`config.mk`:
```
export PLATFORM = sky130hd
export DESIGN_NAME = scfm_top
export DESIGN_NICKNAME = d
export VERILOG_FILES = /design/src/rtl/scfm_qual.v /design/src/rtl/scfm_top.v
export VERILOG_INCLUDE_DIRS = /design/src /design/src/shared
export SDC_FILE = /design/constraint.sdc
export NUM_CORES = 2
export LEC_CHECK = 0
export BUFFER_PORTS_ARGS = -buffer_cell sky130_fd_sc_hd__buf_4
export CORE_ASPECT_RATIO = 1.25
export CORE_UTILIZATION = 30
export DETAILED_ROUTE_END_ITERATION = 6
export MAX_ROUTING_LAYER = met4
export PLACE_DENSITY_LB_ADDON = 0.12
export SYNTH_ARGS = -nofsm -noshare
export SYNTH_HDL_FRONTEND = slang
export SYNTH_HIERARCHICAL = 1
export SYNTH_SLANG_ARGS = --single-unit
```
`constraint.sdc`:
```
create_clock -name clk_sys_i -period 14.28 [get_ports clk_sys_i]
set_input_delay 1.428 -clock clk_sys_i [delete_from_list [all_inputs] [get_ports clk_sys_i]]
set_output_delay 1.428 -clock clk_sys_i [all_outputs]
set_load 0.05 [all_outputs]
```
`src/shared/scfm_consts.vh`:
```
// Timing and sizing constants for the signal conflict fault monitor
`ifndef SCFM_CONSTS_VH
`define SCFM_CONSTS_VH
// ==========================================================
// Clock and millisecond tick
`define SCFM_CLK_PERIOD_NS 10
`define SCFM_MS_NS 1000000
`define SCFM_MS_CYCLES (`SCFM_MS_NS / `SCFM_CLK_PERIOD_NS)
// ==========================================================
// Qualification times, ms
`define SCFM_FIELD_ON_MS 10'h1f4
`define SCFM_FIELD_OFF_MS 10'h0c8
`define SCFM_INH_ON_MS 10'h226
`define SCFM_INH_OFF_MS 10'h0fa
// ==========================================================
// Fault times, ms, and watchdog toggle count
`define SCFM_RF_TYPE1_MS 11'h384
`define SCFM_RF_TYPE2_MS 11'h578
`define SCFM_CLEAR_MS 12'ha8c
`define SCFM_DUAL_MS 9'h15e
`define SCFM_CFG_HOLD_MS 12'hbb8
`define SCFM_FLASH_MIN_MS 14'h1770
`define SCFM_FLASH_MAX_MS 14'h2710
`define SCFM_WD_TOGGLES 3'h5
// ==========================================================
// Indicator blink, ms (2 Hz period 500, 4 Hz period 250)
`define SCFM_BLINK_PERIOD_MS 9'h1f4
`define SCFM_BLINK2_HALF_MS 9'h0fa
`define SCFM_BLINK4_HALF_MS 9'h07d
// ==========================================================
// Reset values
`define SCFM_CHAN_RST 18'h00000
`endif

```
`src/rtl/scfm_qual.v`:
```
// Duration qualifier: an input counts as on after its raw level persists
`timescale 1ns/10ps
`default_nettype none
module scfm_qual #(
  parameter ON_MS = 500,
  parameter W = 10
) (
  // Clock, reset, tick
  input wire clk_sys_i,
  input wire rst_i,
  input wire tick_i,
  // Level
  input wire raw_i,
  output reg qual_o
);
  localparam [W-1:0] ON_CNT = ON_MS[W-1:0];
  reg [W-1:0] cnt_q;

  // A raw drop restarts the count, so short pulses never qualify
  always @(posedge clk_sys_i) begin
    if (rst_i) begin
      cnt_q <= {W{1'b0}};
      qual_o <= 1'b0;
    end else if (!raw_i) begin
      cnt_q <= {W{1'b0}};
      qual_o <= 1'b0;
    end else begin
      if (tick_i && cnt_q != ON_CNT)
        cnt_q <= cnt_q + 1'b1;
      qual_o <= (cnt_q == ON_CNT);
    end
  end
endmodule
`default_nettype wire

```
`src/rtl/scfm_top.v`:
```
// Signal conflict monitor fault detection, flash interval and indicators
// Function
// - Red interface cable removal latches a fault and forces cabinet flash.
// - Either active inhibit suppresses red failure checking only.
// - Inhibit active after 550 ms on; under 250 ms counts inactive.
// - Field inputs qualify on after 500 ms; under 200 ms stay off.
// - Triggered faults hold until panel or remote reset.
// - No indication on a channel past the type limit triggers red failure.
// - Red failure checking enabled per channel by switch.
// - Red failure runs only with gate active, no inhibit, relay common inactive.
// - Green not followed by 2.7 s of yellow triggers clearance fault.
// - Clearance enabled per channel; off for yellow inhibit, gate off, relay common.
// - Two indications on together over 350 ms trigger dual fault; not under 200.
// - GYR dual per channel, GY dual global; off when gate off or relay common.
// - Configuration compared with stored copy; mismatch triggers, card indicator flashes.
// - Configuration fault clears only after 3 s panel reset hold.
// - Supply drop-out triggers and blinks power indicator 2 Hz 50%.
// - Supply restore resumes operation after the flash interval; power indicator blinks 4 Hz in it, then steady on.
// - Latched faults survive a line interruption unchanged.
// - Power-up, interruption or restore starts 6-10 s flash interval.
// - Flash interval ends after 6 s, 5 watchdog toggles and supply restored.
// - Fewer than 5 toggles within 10 s gives watchdog toggle fault.
// - Switch selects arrow mode; per-phase switches enable arrow monitoring.
// - Standard arrow mode maps phases 1,3,5,7 to channels 9-12.
`timescale 1ns/10ps
`default_nettype none
`include "scfm_consts.vh"
module scfm_top #(
  parameter NCH = 18,
  parameter CFGW = 32,
  parameter MS_CYCLES = `SCFM_MS_CYCLES
) (
  // Clock and reset
  input wire clk_sys_i,
  input wire rst_i,
  // Field inputs, already reduced to on/off
  input wire [NCH-1:0] red_i,
  input wire [NCH-1:0] yel_i,
  input wire [NCH-1:0] grn_i,
  input wire red_gate_i,
  input wire inhibit1_i,
  input wire inhibit2_i,
  input wire relay_common_sense_i,
  input wire red_interface_cable_i,
  input wire watchdog_i,
  input wire line_ok_i,
  // Configuration switches
  input wire ctrl_type2_i,
  input wire [NCH-1:0] red_fail_en_i,
  input wire [NCH-1:0] clear_en_i,
  input wire [NCH-1:0] yellow_inhibit_i,
  input wire [NCH-1:0] dual_en_i,
  input wire gy_dual_en_i,
  input wire arrow_head_compact_mode_i,
  input wire [3:0] arrow_phase_en_i,
  input wire [CFGW-1:0] cfg_i,
  // Resets from panel and remote
  input wire panel_reset_i,
  input wire remote_reset_i,
  // Fault and indicator outputs
  output reg cabinet_flash_o,
  output reg triggered_o,
  output reg fault_cable_o,
  output reg fault_red_fail_o,
  output reg fault_clear_o,
  output reg fault_dual_o,
  output reg fault_cfg_o,
  output reg fault_power_o,
  output reg watchdog_toggle_fault_o,
  output reg power_led_o,
  output reg program_card_led_o,
  output reg [NCH-1:0] fail_chan_o,
  output reg [NCH-1:0] stat_red_o,
  output reg [NCH-1:0] stat_yel_o,
  output reg [NCH-1:0] stat_grn_o
);
  localparam [1:0] ST_FLASH = 2'd0;
  localparam [1:0] ST_RUN = 2'd1;
  localparam [1:0] ST_DROP = 2'd2;
  localparam [10:0] RF1 = `SCFM_RF_TYPE1_MS;
  localparam [10:0] RF2 = `SCFM_RF_TYPE2_MS;
  localparam [11:0] CLR_MS = `SCFM_CLEAR_MS;
  localparam [8:0] DUAL_MS = `SCFM_DUAL_MS;
  localparam [11:0] HOLD_MS = `SCFM_CFG_HOLD_MS;
  localparam [13:0] FL_MIN = `SCFM_FLASH_MIN_MS;
  localparam [13:0] FL_MAX = `SCFM_FLASH_MAX_MS;
  localparam [2:0] WD_N = `SCFM_WD_TOGGLES;
  localparam [8:0] BL_PER = `SCFM_BLINK_PERIOD_MS;
  localparam [8:0] BL2 = `SCFM_BLINK2_HALF_MS;
  localparam [8:0] BL4 = `SCFM_BLINK4_HALF_MS;

  // ==========================================================
  // Millisecond tick
  reg [31:0] div_q;
  reg tick_q;
  always @(posedge clk_sys_i) begin
    if (rst_i) begin
      div_q <= 32'h00000000;
      tick_q <= 1'b0;
    end else if (div_q == MS_CYCLES - 1) begin
      div_q <= 32'h00000000;
      tick_q <= 1'b1;
    end else begin
      div_q <= div_q + 32'h00000001;
      tick_q <= 1'b0;
    end
  end

  // ==========================================================
  // Input qualification
  wire [NCH-1:0] qr, qy, qg;
  wire inh1, inh2, gate;
  genvar c;
  generate
    for (c = 0; c < NCH; c = c + 1) begin : g_q
      scfm_qual #(.ON_MS(`SCFM_FIELD_ON_MS), .W(10)) u_r (.clk_sys_i(clk_sys_i),
        .rst_i(rst_i), .tick_i(tick_q), .raw_i(red_i[c]), .qual_o(qr[c]));
      scfm_qual #(.ON_MS(`SCFM_FIELD_ON_MS), .W(10)) u_y (.clk_sys_i(clk_sys_i),
        .rst_i(rst_i), .tick_i(tick_q), .raw_i(yel_i[c]), .qual_o(qy[c]));
      scfm_qual #(.ON_MS(`SCFM_FIELD_ON_MS), .W(10)) u_g (.clk_sys_i(clk_sys_i),
        .rst_i(rst_i), .tick_i(tick_q), .raw_i(grn_i[c]), .qual_o(qg[c]));
    end
  endgenerate
  scfm_qual #(.ON_MS(`SCFM_INH_ON_MS), .W(10)) u_i1 (.clk_sys_i(clk_sys_i),
    .rst_i(rst_i), .tick_i(tick_q), .raw_i(inhibit1_i), .qual_o(inh1));
  scfm_qual #(.ON_MS(`SCFM_INH_ON_MS), .W(10)) u_i2 (.clk_sys_i(clk_sys_i),
    .rst_i(rst_i), .tick_i(tick_q), .raw_i(inhibit2_i), .qual_o(inh2));
  scfm_qual #(.ON_MS(`SCFM_FIELD_ON_MS), .W(10)) u_gt (.clk_sys_i(clk_sys_i),
    .rst_i(rst_i), .tick_i(tick_q), .raw_i(red_gate_i), .qual_o(gate));

  // ==========================================================
  // Arrow-head mapping: the arrow channel's green also carries the solid arrow
  reg [NCH-1:0] eg;
  integer p;
  integer ac;
  reg src;
  always @* begin
    eg = qg;
    ac = 0;
    src = 1'b0;
    for (p = 0; p < 4; p = p + 1) begin
      if (arrow_phase_en_i[p]) begin
        if (arrow_head_compact_mode_i) begin
          ac = 2 * p;
          src = p[0] ? qy[8 + p / 2] : qg[8 + p / 2];
        end else begin
          ac = 8 + p;
          src = qg[2 * p];
        end
        eg[ac] = qg[ac] | src;
      end
    end
  end

  // ==========================================================
  // Per-channel checks
  reg [1:0] st_q;
  wire mon = (st_q == ST_RUN);
  wire rf_run = mon & gate & ~inh1 & ~inh2 & ~relay_common_sense_i;
  wire ck_run = mon & gate & ~relay_common_sense_i;
  wire [10:0] rf_lim = ctrl_type2_i ? RF2 : RF1;
  wire [NCH-1:0] rf_hit, cl_hit, du_hit;
  generate
    for (c = 0; c < NCH; c = c + 1) begin : g_ch
      reg [10:0] rf_q;
      reg gseen_q;
      reg [11:0] yc_q;
      reg [8:0] du_q;
      wire none = ~(qr[c] | qy[c] | eg[c]);
      wire cl_on = ck_run & clear_en_i[c] & ~yellow_inhibit_i[c];
      wire pair = (dual_en_i[c] & ((qr[c] & qy[c]) | (qr[c] & eg[c]) | (qy[c] & eg[c])))
                | (gy_dual_en_i & qy[c] & eg[c]);
      assign rf_hit[c] = (rf_q == rf_lim);
      assign cl_hit[c] = cl_on & gseen_q & ~eg[c] & ~qy[c] & (qr[c] | (yc_q != 12'h000))
                       & (yc_q != CLR_MS);
      assign du_hit[c] = (du_q == DUAL_MS);
      always @(posedge clk_sys_i) begin
        if (rst_i) begin
          rf_q <= 11'h000;
          gseen_q <= 1'b0;
          yc_q <= 12'h000;
          du_q <= 9'h000;
        end else begin
          if (!rf_run || !red_fail_en_i[c] || !none)
            rf_q <= 11'h000;
          else if (tick_q && rf_q != rf_lim)
            rf_q <= rf_q + 11'h001;
          if (!cl_on) begin
            gseen_q <= 1'b0;
            yc_q <= 12'h000;
          end else if (eg[c]) begin
            gseen_q <= 1'b1;
            yc_q <= 12'h000;
          end else if (gseen_q && qy[c]) begin
            if (tick_q && yc_q != CLR_MS)
              yc_q <= yc_q + 12'h001;
          end else if (gseen_q && (qr[c] || yc_q != 12'h000)) begin
            gseen_q <= 1'b0;
            yc_q <= 12'h000;
          end
          if (!ck_run || !pair)
            du_q <= 9'h000;
          else if (tick_q && du_q != DUAL_MS)
            du_q <= du_q + 9'h001;
        end
      end
    end
  endgenerate

  // ==========================================================
  // Flash interval and supply state
  reg [13:0] fl_q;
  reg [2:0] wd_q;
  reg wd_prev_q;
  wire fl_end = (fl_q >= FL_MIN) & (wd_q >= WD_N) & line_ok_i;
  wire wd_late = (fl_q >= FL_MAX) & (wd_q < WD_N);
  always @(posedge clk_sys_i) begin
    if (rst_i) begin
      st_q <= ST_FLASH;
      fl_q <= 14'h0000;
      wd_q <= 3'h0;
      // Track the pin in reset so an idle-high watchdog gives no false toggle
      wd_prev_q <= watchdog_i;
    end else begin
      wd_prev_q <= watchdog_i;
      case (st_q)
        ST_FLASH: begin
          if (tick_q && fl_q != FL_MAX)
            fl_q <= fl_q + 14'h0001;
          if (watchdog_i != wd_prev_q && wd_q != WD_N)
            wd_q <= wd_q + 3'h1;
          if (!line_ok_i)
            st_q <= ST_DROP;
          else if (fl_end || wd_late)
            st_q <= ST_RUN;
        end
        ST_RUN: begin
          if (!line_ok_i)
            st_q <= ST_DROP;
        end
        default: begin
          fl_q <= 14'h0000;
          wd_q <= 3'h0;
          if (line_ok_i)
            st_q <= ST_FLASH;
        end
      endcase
    end
  end

  // ==========================================================
  // Configuration copy and long panel-reset hold
  reg [CFGW-1:0] cfg_q;
  reg cap_q;
  reg [11:0] hold_q;
  wire hold_done = (hold_q == HOLD_MS);
  always @(posedge clk_sys_i) begin
    if (rst_i) begin
      cfg_q <= {CFGW{1'b0}};
      cap_q <= 1'b0;
      hold_q <= 12'h000;
    end else begin
      if (!panel_reset_i)
        hold_q <= 12'h000;
      else if (tick_q && !hold_done)
        hold_q <= hold_q + 12'h001;
      // Copy is taken after each power-up; a hold accepts the new settings
      if (!cap_q || hold_done) begin
        cfg_q <= cfg_i;
        cap_q <= 1'b1;
      end
    end
  end
  wire cfg_diff = cap_q & (cfg_i != cfg_q);

  // ==========================================================
  // Latched faults; set wins over reset except where the 3 s hold clears the configuration fault, supply loss never clears them
  wire clr = panel_reset_i | remote_reset_i;
  wire any_trig = fault_cable_o | fault_red_fail_o | fault_clear_o | fault_dual_o
                | fault_cfg_o | watchdog_toggle_fault_o;
  reg [8:0] bl_q;
  always @(posedge clk_sys_i) begin
    if (rst_i) begin
      fault_cable_o <= 1'b0;
      fault_red_fail_o <= 1'b0;
      fault_clear_o <= 1'b0;
      fault_dual_o <= 1'b0;
      fault_cfg_o <= 1'b0;
      fault_power_o <= 1'b0;
      watchdog_toggle_fault_o <= 1'b0;
      fail_chan_o <= `SCFM_CHAN_RST;
      stat_red_o <= `SCFM_CHAN_RST;
      stat_yel_o <= `SCFM_CHAN_RST;
      stat_grn_o <= `SCFM_CHAN_RST;
      triggered_o <= 1'b0;
      cabinet_flash_o <= 1'b1;
      power_led_o <= 1'b0;
      program_card_led_o <= 1'b0;
      bl_q <= 9'h000;
    end else begin
      fault_cable_o <= (fault_cable_o & ~clr) | ~red_interface_cable_i;
      fault_red_fail_o <= (fault_red_fail_o & ~clr) | (|rf_hit);
      fault_clear_o <= (fault_clear_o & ~clr) | (|cl_hit);
      fault_dual_o <= (fault_dual_o & ~clr) | (|du_hit);
      watchdog_toggle_fault_o <= (watchdog_toggle_fault_o & ~clr)
                               | (st_q == ST_FLASH & wd_late);
      if (hold_done)
        fault_cfg_o <= 1'b0;
      else if (cfg_diff)
        fault_cfg_o <= 1'b1;
      fault_power_o <= (st_q == ST_DROP);
      if (clr && !(|rf_hit) && !(|cl_hit) && !(|du_hit))
        fail_chan_o <= `SCFM_CHAN_RST;
      else
        fail_chan_o <= fail_chan_o | rf_hit | cl_hit | du_hit;
      // Channel status freezes at the trigger so the cause stays visible
      if (!any_trig) begin
        stat_red_o <= qr;
        stat_yel_o <= qy;
        stat_grn_o <= qg;
      end
      triggered_o <= any_trig | (st_q == ST_DROP);
      cabinet_flash_o <= any_trig | (st_q != ST_RUN);
      if (tick_q)
        bl_q <= (bl_q == BL_PER - 9'h001) ? 9'h000 : bl_q + 9'h001;
      if (st_q == ST_DROP)
        power_led_o <= (bl_q < BL2);
      else if (st_q == ST_FLASH)
        power_led_o <= (bl_q < BL4) | ((bl_q >= BL2) & (bl_q < BL2 + BL4));
      else
        power_led_o <= 1'b1;
      program_card_led_o <= fault_cfg_o & (bl_q < BL2);
    end
  end
endmodule
`default_nettype wire

```
==> results.txt <==
status: complete, no violations
switching share of power: 22.4%
CTS clk-pin slew, worst paths: 0.06 ns
WP data required: 14.98 ns
post-CTS setup buffers: 0
IO Port Bufs: 258
share of layout cells above drive strength 1: 10.4%
Worst setup SP type: register
worst setup path startpoint: tick_q
Resize count post-CTS: 0
All-Layer GR Usage: 17.3%
Slew HR: 16.8%
CTS Root Cell: clkbuf_16
syn_area_per_cell: 8.62 µm²
Synth-to-Final Area Change: 14.2%
VDD IR max: 84.2 µV
via count: 63400
power per standard cell area: 102 nW/µm²
Die X-Extent: 444 µm
HPWL Detailed: 155000 µm
Finish-stage setup viols: 0
residual DRC count: 0
Hold Crit Start: stat_red_o[1]
setup_tns: 0 ns
Cell Area, Synth: 73300 µm²
power share of the combinational group: 2.2%
RSZ-0062 raised after global routing: no
switching power: 1900 µW
Final ANT Viol Nets: 0
sequential fraction of the synthesis area: 38.6%
Slew Limit Fails: 0
fmax: 248 MHz
global-route wire length before repair: 337000 µm
wire per inst: 17.9 µm
Layout Nets: 9097
syn_nets: 8906
initial DRC count: 3197
largest net degree at the start of global routing: 167
Synth cell types: 82
Die H: 554 µm
WL final: 215000 µm
Initial Util: 30.2%
final critical-path required period: 4.02 ns
vias in the first global route: 60500
Pleak: 0.0259 µW
gpl congestion: 0.839
GRT overflow: 0
highest net fanout along the worst path: 138
CTS buffer count: 173
Post-synth EDFFs: 0
Sink Count: 1411
# hold bufs at CTS: 0
IO Count: 259
CTS tree: done
Crit Path Category: reg2reg
FP Rows: 202
clk_lat worst skew: 0.84 ns
worst path arrival time: 4.73 ns
min-delay worst type: reg2reg
period utilization: 28.2%
clk buf depth: 4
first-pass detailed-route iteration total: 5
Warnings, synthesis: 6
sequential power share: 46.5%
Max Cap Viol: 0
clock share of power: 51.3%
hold_ws: 0.457 ns
synthesis-stage register bit count: 1411
dominant synthesized flop cell: dfxtp_1
cells after synthesis: 8499
die footprint: 246000 µm²
Worst-Margin Slew: 1.24 ns
Critical R2R Launch: tick_q
Core ar.: 243000 µm²
vias per inst: 5.29
Final Hold Viols: 0
initial antenna violation count: 21
Worst Skew: 0.0497 ns
endpoint type of the worst setup path: register
htree depth: 4
Async SR Flop Fraction: 0%
P_int: 6590 µW
[final cells by class]
cell class                 instances  area (µm²)
fill                           25100      159000
multi-input combinational       6421       42100
sequential                      1411       28300
clock buffer                     266        5170
tap                             3162        3960
timing repair buffer             311        2370
inverter                         372        1400
clock inverter                    30         328
antenna                           18        45.0
[per-stage QoR]
step	cell area, µm²	total power (µW)	utilization, %	setup WS [ns]	instances
2_1_floorplan	73300	4120	-	9.36	8499
3_3_place_gp	78100	4230	32.2	9.58	11700
3_5_place_dp	78100	4230	32.2	9.53	11700
4_1_cts	83600	8680	34.5	10.23	12000
5_1_grt	83600	8840	34.5	9.89	12000
6_report	83600	8490	34.5	10.26	12000
[cells in the mapped netlist, drive strengths merged, types with 231 or more instances]
| cell | instances | area [µm²] |
|---|---|---|
| or4 | 241 | 1810 |
| nand2 | 690 | 2590 |
| nand4 | 438 | 2740 |
| xor2 | 370 | 3240 |
| nand3 | 463 | 3300 |
| nor2 | 830 | 3120 |
| o31ai | 231 | 1730 |
| ha | 231 | 2890 |
| dfxtp | 1411 | 28200 |
| a21oi | 666 | 3340 |
| inv | 372 | 1400 |
| o21ai | 231 | 1160 |
[per-layer routing]
layer | global-route usage [%] | wire length (µm)
met5 | - | 0
met4 | 7.29 | 8320
met3 | 2.08 | 6590
met2 | 29.4 | 104000
met1 | 20.5 | 95400
[flip-flops by register name, indices dropped and copies added (netlist names), 9 cells and up]
name	count
bl_q	9
cfg_q	32
div_q	32
fail_chan_o	18
fl_q	14
g_ch.du_q	162
g_ch.gseen_q	18
g_ch.rf_q	198
g_ch.yc_q	216
g_q.u_g/cnt_q	180
g_q.u_g/qual_o	18
g_q.u_r/cnt_q	180
g_q.u_r/qual_o	18
g_q.u_y/cnt_q	180
g_q.u_y/qual_o	18
hold_q	12
stat_grn_o	18
stat_red_o	18
stat_yel_o	18
u_gt/cnt_q	10
u_i1/cnt_q	10
u_i2/cnt_q	10
[power groups by stage]
stage               Combinational [µW]  Clock, µW  Sequential (µW)
floorplan                         80.9          0             4040
global placement                   191          0             4040
detailed placement                 192          0             4040
CTS                                193       4540             3950
global route                       203       4690             3950
finish                             187       4360             3950
[cell usage in the layout, fill, tap and decap left out, drive strengths merged, types with 71 or more instances in the layout]
cell type and n:
dfxtp 1411, nor2 830, nand2 690, a21oi 666, nand3 463, nand4 438
inv 377, xor2 370, buf 311, clkbuf 266, or4 241, ha 231
o21ai 231, o31ai 231, xnor2 158, or3 158, nor2b 145, o2111ai 125
and3 121, nand2b 106, nor3 95, a211oi 87, nor4 85, and4 83
nand3b 78, nand4bb 71
[critical path, stage by stage (launching register included)]
cell and delay, ns:
dfxtp_4 0.68, buf_4 0.73, buf_12 0.57, o211ai_1 0.20, a21boi_1 0.42, nor4b_1 0.74
nand4_1 0.20, xor2_1 0.17, nor2_1 0.05
[logic make-up (layout without fill, tap and decap cells)]
logic type                 Yosys count  after routing  synth area share [%]
xor gates and xnor gates           528            528                  6.31
adders and majority gates          249            249                  4.19
DFF                               1411           1411                  38.6
muxes                               20             20                 0.285
AOI/OAI and AO/OA                 1690           1690                  15.1
other                                0             18                     0
buffers and inverters              667            979                  4.05
and+or+nand+nor                   3934           3934                  31.5
[final timing paths]
kind / end / slack, ns / cells after the start
hold / removal: stat_red_o[1] / 0.46 / 2
setup / recovery: g_ch[4].yc_q[11] / 10.26 / 8
hold reg to reg: stat_red_o[1] / 0.46 / 2
setup reg to reg: g_ch[4].yc_q[11] / 10.26 / 8
Power figures use the tool's default switching activity.
